File: src/hdl/flash_sec_consts.vh
// Offsets, field positions, reset values and constants of the flash security block
`ifndef FLASH_SEC_CONSTS_VH
`define FLASH_SEC_CONSTS_VH
`define ADR_CONFIG       6'h00
`define ADR_PROTECT      6'h04
`define ADR_OPTION       6'h08
`define ADR_STATUS       6'h0C
`define ADR_KEY_BASE     6'h20
`define ADR_KEY_LAST     6'h3C
`define CFG_COMPARE_ACCESS_MODE_BIT_BIT   5
`define OPT_BACKDOOR_PERMIT_BIT_BIT    7
`define OPT_SEC_HI_BIT   1
`define OPT_SEC_LO_BIT   0
`define SEC_UNLOCKED     2'h2
`define SEC_ERASED       2'h3
`define OPTION_RESET     8'hFF
`define PROTECT_RESET    8'hFF
`define KEY_BYTES        8
`define VECTOR_BLOCK_BYTES 768
`endif

File: src/hdl/flash_security.v
// Flash security lock state, backdoor key unlock and debug gating
//
// Design decisions made here: the Wishbone register port and the register addresses.
`timescale 1ns/10ps
`include "flash_sec_consts.vh"
module flash_security (
    // Clock and reset
    input  wire        clk_i,
    input  wire        rst_i,
    // Wishbone slave
    input  wire        cyc_i,
    input  wire        stb_i,
    input  wire        we_i,
    input  wire [5:0]  adr_i,
    input  wire [3:0]  sel_i,
    input  wire [31:0] dat_i,
    output reg  [31:0] dat_o,
    output reg         ack_o,
    // Bus master identity
    input  wire        bdm_access_i,
    input  wire        secure_code_i,
    // Nonvolatile contents
    input  wire [7:0]  nonvolatile_option_byte_i,
    input  wire [63:0] stored_key_i,
    input  wire        blank_check_done_i,
    input  wire        blank_check_erased_i,
    // Debug
    input  wire        background_debug_pin_i,
    input  wire        debug_enable_req_i,
    output reg         debug_enabled_o,
    output reg         active_background_o,
    // Status and flash command path
    output wire        secure_o,
    output wire [7:0]  block_protect_o,
    output wire        flash_cmd_write_o,
    output reg  [7:0]  flash_cmd_data_o,
    output reg  [5:0]  flash_cmd_adr_o
);
    wire [7:0] option_shadow;
    wire       loaded;
    reg  [1:0] lock_state_bits;
    reg  [7:0] block_protect_register;
    reg        compare_access_mode_bit;
    reg        pin_s1;
    reg        pin_s2;
    reg        pin_s3;
    reg        strap_done;
    reg        cmd_pulse;
    wire       key_match;
    wire [3:0] key_count;
    wire       acc;
    wire       wr;
    wire       key_hit;
    wire       key_wr;
    wire       permit;
    wire       cfg_wr;

    assign acc    = cyc_i && stb_i && !ack_o;
    // Writes land at the edge where the master sees ack high
    assign wr     = cyc_i && stb_i && ack_o && we_i && sel_i[0];
    assign key_hit = (adr_i >= `ADR_KEY_BASE) && (adr_i <= `ADR_KEY_LAST);
    assign permit = option_shadow[`OPT_BACKDOOR_PERMIT_BIT_BIT];
    assign cfg_wr = wr && adr_i == `ADR_CONFIG && !bdm_access_i && secure_code_i;
    assign key_wr = wr && key_hit && compare_access_mode_bit && permit
                    && secure_code_i && !bdm_access_i;
    assign secure_o = (lock_state_bits != `SEC_UNLOCKED);
    assign block_protect_o = block_protect_register;
    assign flash_cmd_write_o = cmd_pulse;

    option_loader u_loader (
        .clk_i                  (clk_i),
        .rst_i                  (rst_i),
        .nv_option_i            (nonvolatile_option_byte_i),
        .option_shadow_register_o (option_shadow),
        .loaded_o               (loaded)
    );

    key_compare u_key (
        .clk_i        (clk_i),
        .rst_i        (rst_i),
        .clear_i      (cfg_wr && dat_i[`CFG_COMPARE_ACCESS_MODE_BIT_BIT] && !compare_access_mode_bit),
        .wr_i         (key_wr),
        .idx_i        (adr_i[4:2]),
        .data_i       (dat_i[7:0]),
        .stored_key_i (stored_key_i),
        .match_o      (key_match),
        .count_o      (key_count)
    );

    // Bus answer, registered after one wait state
    always @(posedge clk_i) begin
        if (rst_i) begin
            ack_o <= 1'b0;
            dat_o <= 32'h00000000;
        end else begin
            ack_o <= acc;
            dat_o <= 32'h00000000;
            if (acc && !we_i) begin
                case (adr_i)
                    `ADR_CONFIG:  dat_o <= {26'h0, compare_access_mode_bit, 5'h00};
                    `ADR_PROTECT: dat_o <= {24'h0, block_protect_register};
                    `ADR_OPTION:  dat_o <= {24'h0, option_shadow[7:2], lock_state_bits};
                    `ADR_STATUS:  dat_o <= {27'h0, key_count, secure_o};
                    default:      dat_o <= 32'h00000000;
                endcase
            end
        end
    end

    // Compare mode and lock state
    always @(posedge clk_i) begin
        if (rst_i) begin
            compare_access_mode_bit <= 1'b0;
            lock_state_bits         <= `SEC_ERASED;
        end else begin
            if (!loaded) begin
                lock_state_bits <= {nonvolatile_option_byte_i[`OPT_SEC_HI_BIT],
                                    nonvolatile_option_byte_i[`OPT_SEC_LO_BIT]};
            end else if (blank_check_done_i && blank_check_erased_i) begin
                lock_state_bits <= `SEC_UNLOCKED;
            end else if (cfg_wr && !dat_i[`CFG_COMPARE_ACCESS_MODE_BIT_BIT] && compare_access_mode_bit
                         && key_match && permit) begin
                lock_state_bits <= `SEC_UNLOCKED;
            end
            if (cfg_wr) begin
                compare_access_mode_bit <= dat_i[`CFG_COMPARE_ACCESS_MODE_BIT_BIT] && permit;
            end
        end
    end

    // Block protection written only from the background interface
    always @(posedge clk_i) begin
        if (rst_i) begin
            block_protect_register <= `PROTECT_RESET;
        end else if (wr && adr_i == `ADR_PROTECT && bdm_access_i) begin
            block_protect_register <= dat_i[7:0];
        end
    end

    // Key location writes strobe the flash command path only outside compare mode; data and address latch on every key write
    always @(posedge clk_i) begin
        if (rst_i) begin
            cmd_pulse        <= 1'b0;
            flash_cmd_data_o <= 8'h00;
            flash_cmd_adr_o  <= 6'h00;
        end else begin
            cmd_pulse <= wr && key_hit && !compare_access_mode_bit;
            if (wr && key_hit) begin
                flash_cmd_data_o <= dat_i[7:0];
                flash_cmd_adr_o  <= adr_i;
            end
        end
    end

    // Background pin synchroniser and reset strap
    always @(posedge clk_i) begin
        pin_s1 <= background_debug_pin_i;
        pin_s2 <= pin_s1;
        pin_s3 <= pin_s2;
    end

    always @(posedge clk_i) begin
        if (rst_i) begin
            strap_done          <= 1'b0;
            active_background_o <= 1'b0;
            debug_enabled_o     <= 1'b0;
        end else begin
            if (!strap_done && pin_s2 == pin_s3) begin
                strap_done          <= 1'b1;
                active_background_o <= !pin_s3;
            end
            if (debug_enable_req_i && !secure_o && loaded) begin
                debug_enabled_o <= 1'b1;
            end else if (secure_o) begin
                debug_enabled_o <= 1'b0;
            end
        end
    end
endmodule // flash_security

File: src/hdl/key_compare.v
// Backdoor key comparison: eight ordered key bytes checked against the stored key
`timescale 1ns/10ps
`include "flash_sec_consts.vh"
module key_compare (
    // Clock and reset
    input  wire        clk_i,
    input  wire        rst_i,
    // Control
    input  wire        clear_i,
    input  wire        wr_i,
    input  wire [2:0]  idx_i,
    input  wire [7:0]  data_i,
    input  wire [63:0] stored_key_i,
    // Result
    output wire        match_o,
    output reg  [3:0]  count_o
);
    reg  [7:0] good;
    reg        order_ok;
    genvar     g;
    generate
        for (g = 0; g < `KEY_BYTES; g = g + 1) begin : gen_byte
            localparam [2:0] SLOT = g;
            always @(posedge clk_i) begin
                if (rst_i || clear_i) begin
                    good[g] <= 1'b0;
                end else if (wr_i && idx_i == SLOT) begin
                    good[g] <= (data_i == stored_key_i[g*8 +: 8]);
                end
            end
        end
    endgenerate
    always @(posedge clk_i) begin
        if (rst_i || clear_i) begin
            count_o  <= 4'h0;
            order_ok <= 1'b1;
        end else if (wr_i) begin
            if ({1'b0, idx_i} != count_o) begin
                order_ok <= 1'b0;
            end
            if (count_o != 4'h8) begin
                count_o <= count_o + 4'h1;
            end
        end
    end
    assign match_o = order_ok && (count_o == 4'h8) && (&good);
endmodule // key_compare

File: src/hdl/option_loader.v
// Load of the option shadow register, permit bit included, from the nonvolatile option byte
`timescale 1ns/10ps
`include "flash_sec_consts.vh"
module option_loader (
    // Clock and reset
    input  wire       clk_i,
    input  wire       rst_i,
    // Nonvolatile source
    input  wire [7:0] nv_option_i,
    // Shadow
    output reg  [7:0] option_shadow_register_o,
    output reg        loaded_o
);
    always @(posedge clk_i) begin
        if (rst_i) begin
            option_shadow_register_o <= `OPTION_RESET;
            loaded_o                 <= 1'b0;
        end else if (!loaded_o) begin
            option_shadow_register_o <= nv_option_i;
            loaded_o                 <= 1'b1;
        end
    end
endmodule // option_loader

File: config.mk
export PLATFORM = sky130hd
export DESIGN_NAME = flash_security
export DESIGN_NICKNAME = d
export VERILOG_FILES = /design/src/hdl/flash_security.v /design/src/hdl/key_compare.v /design/src/hdl/option_loader.v
export VERILOG_INCLUDE_DIRS = /design/src /design/src/hdl
export SDC_FILE = /design/constraint.sdc
export NUM_CORES = 1
export LEC_CHECK = 0
export ABC_AREA = 1
export BUFFER_PORTS_ARGS = -buffer_cell sky130_fd_sc_hd__buf_2
export CORE_UTILIZATION = 45
export DETAILED_ROUTE_END_ITERATION = 12
export GPL_TIMING_DRIVEN = 1
export PLACE_DENSITY = 0.85
export SKIP_CTS_REPAIR_TIMING = 1
export SYNTH_ARGS = -nofsm -noshare
export SYNTH_HDL_FRONTEND = slang
export SYNTH_HIERARCHICAL = 1
export SYNTH_SLANG_ARGS = --single-unit
export TNS_END_PERCENT = 30
File: constraint.sdc
create_clock -name clk_i -period 5 [get_ports clk_i]
set_input_delay 0 -clock clk_i [delete_from_list [all_inputs] [get_ports clk_i]]
set_output_delay 0 -clock clk_i [all_outputs]
set_load 0.02 [all_outputs]
# Yosys cells after proc, flatten, opt, wreduce, memory -nomap -nowiden
# Cells that the tools add are included.
# word_totals
reg_bits,87
in_bits,125
out_inout_bits,59
elab_cells,116
# classes
add_sub_neg,1
n_lt_le_gt_ge,2
eq_ne,24
mux,7
bitwise,1
reduce_logical,55
# ops
op,n
== test 8 bit,8
logical AND 1 bit,39
case mux 8 bit (4 select lines),1
"== test 3 bit, second input constant",4
"== test 6 x 4 -> 1 bit, second input constant",2
zero test 1 bit,8
AND reduction 8 bit,1
"== test 3 x 2 -> 1 bit, second input constant",2
"== test 6 x 3 -> 1 bit, second input constant",1
">= comparator 6 bit, second input constant",1
"<= comparator 6 bit, second input constant",1
zero test 6 bit,1
two-way mux 2 bit,3
"adder 4 x 1 -> 4 bit, second input constant",1
"== test 4 bit, second input constant",1
!= test 3 x 4 -> 1 bit,1
"!= test 4 bit, second input constant",1
AND reduction 2 bit,2
"== test 3 x 1 -> 1 bit, second input constant",1
zero test 3 bit,1
two-way mux 1 bit,3
"!= test 3 bit, second input constant",1
"!= test 2 bit, second input constant",1
nonzero test 2 bit,1
other kinds (4),4

# Longest topological paths before layout
# Gate-level depths: netlist of the first run.
# depth
depth_word,14
ltp_mapped,13
ltp_nobuf,12

# By module
# The synthesis of the first run kept the hierarchy.
# by_module_without_submodules
mod,instances,cells_each,area_per_inst_um2,seq_area_each_um2
flash_security,1,245,1853.0,820.8
key_compare,1,287,1595.3,260.2
option_loader,1,36,299.0,180.2

# Worst setup path after synthesis of the first run
# No wires, ideal clock.
# synth_timing
path_kind,reg-to-reg
start,register ack_o
end,register u_key.good[1]
setup_ps,73
arrival_time_ps,1817
required_ps,4927
slack_ps,3111
stages_incl_launch_ff,14
path_buffers,1
period_less_slack_ps,1889
cell_sequence,dfxtp_1 > nand2_1 > inv_1 > nand2_2 > nor2_4 > nand2_2 > buf_2 > nor2_1 > nand2_2 > nor2_1 > nand2_1 > nor2_1 > nand3_1 > a21oi_1
# synth_via
elab_chain_len,9
elab_cells_between_ends,15
cone_classes,15 x reduce/logical
# synth_rtl
element,line,text
"start, declared",flash_security.v:18,"output reg ack_o,"
"start signal, assigned",flash_security.v:93,ack_o <= 1'b0;
"start signal, assigned",flash_security.v:96,ack_o <= acc;
logical AND 1 bit (3 in a row),flash_security.v:60,assign wr = cyc_i && stb_i && ack_o && we_i && sel_i[0];
logical AND 1 bit (3 in a row),flash_security.v:64,assign key_wr = wr && key_hit && compare_access_mode_bit && permit
logical AND 1 bit (2 in a row),flash_security.v:65,&& secure_code_i && !bdm_access_i;
via key_wr,flash_security.v:54,wire key_wr;
logical AND 1 bit,key_compare.v:27,end else if (wr_i && idx_i == SLOT) begin
"end signal, assigned by index",key_compare.v:28,good[g] <= (data_i == stored_key_i[g*8 +: 8]);
"end, declared",key_compare.v:18,reg [7:0] good;
# The timed path passes the listed nets, and every way through them passes these cells.
# A chain may end at the register's enable or synchronous reset.

# Worst setup path in the final report of the first run
# layout_timing
start,register ack_o
end,register u_key.good[6]
# The elaborated chain is that of the path after synthesis.

==> flow_results.org, run 1 <==
** Worst setup path
- The slowest stage of the critical path is the nor2_1 cell.
- Critical path's largest stage delay :: 410 ps
- Worst Path Arrival :: 2370 ps
- The worst setup path is launched from a flop.
- Dominant delay contributor by cell family on the critical path :: simple AND/OR/NAND/NOR gates
- Count of buffering cells on the critical path with inverters included :: 1
- For the worst setup path, the data required time is 5260 ps.
- Walking the worst path, the cells encountered are nand2_1 > inv_1 > nand2_2 > nor2_4 > nand2_2 > nor2_1 > nand2_2 > nor2_1 > nand2_1 > nor2_1 > nand3_1 > a21oi_1.
- Top fanout value on the critical path :: 13
- Type of the worst setup path :: flop to flop
- STA classifies the critical path endpoint as a flop.

** Clocking
- Buffers inserted during clock tree synthesis total 9.
- Number of clock sinks :: 61
- Maximum clock path buffer count :: 2
- H-tree depth :: 3
- After clock tree synthesis, the clock-pin slew on the worst setup and hold paths is 70 ps.
- Buffer cell driving the clock tree root :: clkbuf_8
- Skew-Pair Late Insertion Delay :: 340 ps
- Clock tree from TritonCTS :: yes

** Route
- After detailed routing, the met2 layer carries 5.16 mm of wire.
- Summed over all nets, wire length on met3 after detailed routing comes to 622 um.
- Number of vias in the routed layout :: 3962
- # DRC :: 0
- After the first detailed-routing iteration, the DRC count stood at 237.
- Post-Route M1 WL :: 4.06 mm
- DR top layer :: met4
- Wires add up to 10.2 mm.
- Post-detailed-route count of antenna-violating nets :: 0
- Before antenna repair, the detailed router went through 4 iterations.
- Wire per inst :: 12.7 um
- After detailed routing, the number of vias per cell comes to 4.93.

** Finish
- Fraction of final layout cells with drive strength greater than 1 :: 24.1%
- From synthesis to final layout, the design area changed by 23.0%.
- The repair_antennas step left the layout with diodes totalling 0.
- The filler cells instantiated in the layout total 750.
- The sequential cells in the finished layout cover a total of 1220 um2.
- Post-route design area :: 4530 um2
- Multi-input combinational cell area :: 2040 um2
- After the flow finishes, the layout carries non-filler instances totaling 803.
- Cells fill 58.0% of the core in the end.
- Final net count :: 823

** STA
- Worst Tran Pin Value :: 784 ps
- The worst pin sits at a relative slew slack of 47.5%.
- Clk_skew :: 7.07 ps
- Peak Freq :: 0.473 GHz
- Across all hold checks on the routed design, the worst slack comes to -21.3 ps.
- Setup violations remaining at the end of the flow were counted as 0.
- In the post-route analysis, the smallest setup slack over all paths is 2890 ps.
- Aggregate negative setup slack :: 0 ps
- Final Hold Vio Count :: 4
- Minimum clock period :: 2110 ps
- Setup repair after global routing left no endpoint under its margin.
- Count of final max-slew check failures :: 0
- Share of the clock period used by the worst path :: 42.3%

** Synthesis
- In this run the mean area of a mapped cell was 6.58 um2.
- The Yosys step of the flow raised 6 warnings.
- After technology mapping, the gate count stands at 560.
- Netlist Area Pre-Place :: 3680 um2

** Floorplanning
- Row cnt :: 32
- The die is 92.5 um wide.
- For this configuration, the core starts out at a cell density of 47.2%.
- For this design the top-level I/O count stands at 184.
- Die Height :: 92.5 um
- Die Area :: 8550 um2
- The core region is 7810 um2.

** Global routing
- Total gr overflow :: 0
- Wire length of the first global-routing pass :: 15.8 mm
- The number of global-route vias before repair was 3672.
- The number of antenna violations at the first check in global routing was 0.
- Entering global routing, the biggest net connects 25 pins.
- Aggregate global-route resource usage :: 23.5%

** Run status
- Result of the run :: complete, but fails checks
- Violated checks :: hold timing

** Place
- Final weighted congestion in routability-driven placement :: 0.991
- Before CTS, the worst setup slack after placement is 2910 ps.
- Summing all placed instances gives a cell area of 4280 um2.
- Port buffering added 132 buffers.
- Cell count after placement :: 778
- Total half-perimeter wirelength after legalization and detailed placement :: 7.84 mm

** Job
- Across the run, the number of max-cap violations was 0.

** Power
- Leakage power summed over all cells :: 2.37 nW
- Dividing total power by cell area gives a power density of 232 nW/um2.
- Overall power consumption :: 1.05 mW
- The worst-case IR drop observed on VDD is 0.000109 V.

** Worst hold path
- Tightest Hold Check Type :: input port to flop
## placed cells by master, fill, tap and decap left out, types with 4 or more instances in the layout
master,n
dfxtp_1,61
clkbuf_8,9
nor2_4,4
nand2_1,162
dlygate4sd3_1,9
buf_2,132
nor3_1,6
or2_2,5
inv_2,6
o21ai_0,26
clkinv_2,4
xor2_1,13
a21oi_1,17
conb_1,24
nand3_1,39
nand2_2,5
nor2_1,71
xnor2_1,28
inv_1,54
nand4_1,12
## area by class of cell
type / instances / area share [%]
clock inverters: 5 / 0.608
clock buffers: 11 / 2.90
multi-input cells: 421 / 45.0
flip-flops and latches: 61 / 27.0
well taps: 102 / 2.82
inverters: 62 / 5.14
repair buffers: 141 / 16.6
## report_power, final
group	leakage [nW]	total [mW]	internal, mW	switching (mW)
clock network	0.0829	0.357	0.176	0.181
registers	0.496	0.501	0.495	0.00604
logic	1.79	0.192	0.0759	0.116
## worst min-delay path, delay by kind of cell
family,cells,cell delay [ps]
compound gates,1,80
simple gates,1,80
buf+inv,1,110
## registers in the layout, indices dropped and copies added, names as in the netlist, 2 cells and up
signal,cells
u_key/count_o,4
lock_state_bits,2
u_loader/option_shadow_register_o,6
u_key/good,8
flash_cmd_data_o,8
flash_cmd_adr_o,6
dat_o,8
block_protect_o,8
## final timing paths
check	from	endpoint	slack, ps	depth (start not counted)
hold reg to reg	pin_s1	pin_s2	330	0
hold / removal	adr_i[0]	flash_cmd_adr_o[0]	-20	3
setup / recovery	ack_o	u_key/good[6]	2890	12
setup reg to reg	ack_o	u_key/good[6]	2890	12
## layer usage
layer  GRT usage, %  up-vias
li1               -     1964
met1           27.0     1795
met2           41.5      168
met3           3.37       35
met4           13.3        0
met5              0        -
No activity file was read; power rests on OpenSTA's default activity.
==> run 2: changes to the inputs <==
- clock period: 5 -> 2.1 ns (I/O delays scaled with it)
==> run 2 against run 1 <==
Compared with the run above: the run still ends with hold timing left; combinational power up 140%; worst hold slack worse by 6.4 ps; global-route usage down 0.85 points; critical path depth unchanged; cell area up 2.2%; via count down 0.93%; die area unchanged; routed wire length down 3.2%; critical endpoint is now u_key/good[5]; sequential share of layout area down 0.58 points; power rose to 2.6 times the previous value.
==> flow_results.org, run 2 (synthesis results as in run 1) <==
** Run status
- The run finished, with violations left.
- The final reports fail on hold timing.

** Global routing
- Largest net degree at the start of global routing :: 25
- Number of antenna violations at the first check in global routing :: 0
- Global routing consumed, over all layers together, 22.7% of the routing resources.
- Total gr overflow :: 0
- Via count of the first global-routing pass :: 3574
- Wire length of the first global-routing pass :: 15.5 mm

** Floorplanning
- Number of I/O pins :: 184
- The initialized floorplan defines 32 standard-cell rows.
- Core box area :: 7810 um2
- Once the floorplan was initialized, standard cells occupied 47.2% of the core.
- Die Wd :: 92.5 um
- The floorplan step defined a die boundary enclosing 8550 um2.
- The die is 92.5 um tall.

** STA
- Share of the clock period used by the worst path :: 86.3%
- Clk_skew :: 7.75 ps
- Aggregate negative setup slack :: 0 ps
- Setup repair after global routing left no endpoint under its margin.
- The worst pin sits at a relative slew slack of 58.8%.
- Count of final max-slew check failures :: 0
- Fin worst setup slack :: 287 ps
- Final hold analysis gives a worst-case slack of -27.7 ps.
- Worst Tran Pin Value :: 617 ps
- Setup violations remaining at the end of the flow were counted as 0.
- Peak Freq :: 0.552 GHz
- Subtracting the final worst setup slack from the clock period gives 1810 ps.
- The final count of hold timing violations was 2.

** Worst setup path
- Measured in cells, the most critical reg-to-reg path has a length of 12.
- Top fanout value on the critical path :: 13
- STA classifies the critical path startpoint as a flop.
- Required time of the critical path :: 2360 ps
- In this run the worst setup path begins at ack_o.
- The most critical setup path has its endpoint at u_key/good[5].
- The endpoint identified for the worst register-to-register timing path is u_key/good[5].
- The critical path is of the flop to flop type.
- In this run the critical register-to-register path is launched from ack_o.
- For flop-to-flop paths, the worst setup slack is 290 ps.
- Critical path capture point type :: flop
- STA puts the critical path data arrival time at 2070 ps.

** Finish
- 0 antenna diodes ended up in the layout.
- The top cell types in the final layout, fill and taps aside, are nand2_1, buf_2, nor2_1.
- Fraction of final layout cells with drive strength greater than 1 :: 24.4%
- Summing all multi-input logic gate instances after layout gives 2050 um2.
- Layout overhead on the synthesized area :: 25.8%
- Layout filler cell count :: 721
- For this run, the share of the core covered by cells in the final layout is 59.3%.
- Final net count :: 828
- The library cell used most frequently in the layout, excluding fill and tap cells, is nand2_1.
- In the final layout, flip-flops and latches occupy 1220 um2.

** Power
- The analysis attributes to cell leakage a power of 2.42 nW.
- The internal power of the cells totals 2.03 mW.
- Sw Share :: 26.5%
- Of the total power, registers draw 43.2%.
- Switching pwr :: 0.730 mW
- Of the total power, combinational logic draws 16.9%.
- Peak supply drop :: 0.000351 V
- For this design the ratio of total power to cell area is 595 nW/um2.
- The share of total power dissipated in the clock network is 39.8%.

** Route
- Post-DR vias/cell :: 4.86
- Post-detailed-route count of antenna-violating nets :: 0
- The routed layout has 3925 vias.
- After detailed routing, the total wire length is 9.85 mm.
- 1st-pass router iterations :: 5
- # DRC :: 0
- In the final routed layout, each cell accounts on average for 12.2 um.
- Iter 0 DRT Violations :: 175

** Clocking
- Maximum clock path buffer count :: 2
- Buffer cell driving the clock tree root :: clkbuf_8
- Clock tree from TritonCTS :: yes
- Number of clock sinks :: 61
- The H-tree was split into 3 levels.
- Clock buffers created by TritonCTS :: 9
- After clock tree synthesis, the clock-pin slew on the worst setup and hold paths is 70 ps.
- For the worst-skew pair, the clock arrives at the later sink with an insertion delay of 340 ps.

** Place
- At the end of routability-driven placement, the weighted congestion stood at 0.967.
- Total half-perimeter wirelength after legalization and detailed placement :: 7.66 mm
- I/O Buffers :: 132
- Post-Place Setup Slack :: 131 ps

** Job
- Max cap viols :: 0

** Worst hold path
- The worst hold path belongs to the class input port to flop.
run 2: worst min-delay path by stage:
stage	start	to	slack [ps]	cells past startpoint
floorplan	background_debug_pin_i	pin_s1	30	0
global placement	background_debug_pin_i	pin_s1	100	1
detailed placement	background_debug_pin_i	pin_s1	110	1
CTS	background_debug_pin_i	pin_s1	-250	1
global route	adr_i[0]	flash_cmd_adr_o[0]	7	3
finish	adr_i[0]	flash_cmd_adr_o[0]	-30	3
run 2: area by class of cell:
type                    count  area share [%]
clock inverters             5            1.62
flip-flops and latches     61            26.4
clock buffers              11            2.84
inverters                  62            5.03
repair buffers            146            17.2
multi-input cells         421            44.2
well taps                 102            2.76
run 2: stage by stage:
stage / hold WS [ps] / power [mW] / cells / area [um2]
floorplan: 27.7 / 1.53 / 583 / 3770
global placement: 105 / 1.65 / 780 / 4300
detailed placement: 108 / 1.66 / 780 / 4300
CTS: -249 / 2.75 / 796 / 4500
global route: 6.99 / 2.88 / 808 / 4630
finish: -27.7 / 2.76 / 808 / 4630
run 2: routing by layer:
| layer | GRT usage, % | vias to the layer above | share of wire, % |
|---|---|---|---|
| met3 | 4.84 | 31 | 5.6 |
| met4 | 10.2 | 0 | 2.3 |
| li1 | - | 1974 | - |
| met1 | 26.3 | 1782 | 42 |
| met5 | 0 | - | 0 |
| met2 | 39.8 | 138 | 50 |
run 2: power by group through the flow:
stage / Clock, mW / Combinational, mW / Sequential [mW]
4_1_cts: 1.12 / 0.444 / 1.19
3_3_place_gp: 0 / 0.429 / 1.22
6_report: 1.10 / 0.467 / 1.19
3_5_place_dp: 0 / 0.442 / 1.22
2_1_floorplan: 0 / 0.307 / 1.22
5_1_grt: 1.18 / 0.511 / 1.19
run 2: worst max-delay path: stages (launching register included):
cell and delay [ps]:
dfxtp_1 350, nand2_1 60, inv_1 60, nand2_2 110, nor2_4 120, nand2_2 160
nor2_4 210, nand2_2 140, nor2_1 150, nand2_1 70, nor2_1 90, nand3_1 80
a21oi_1 130
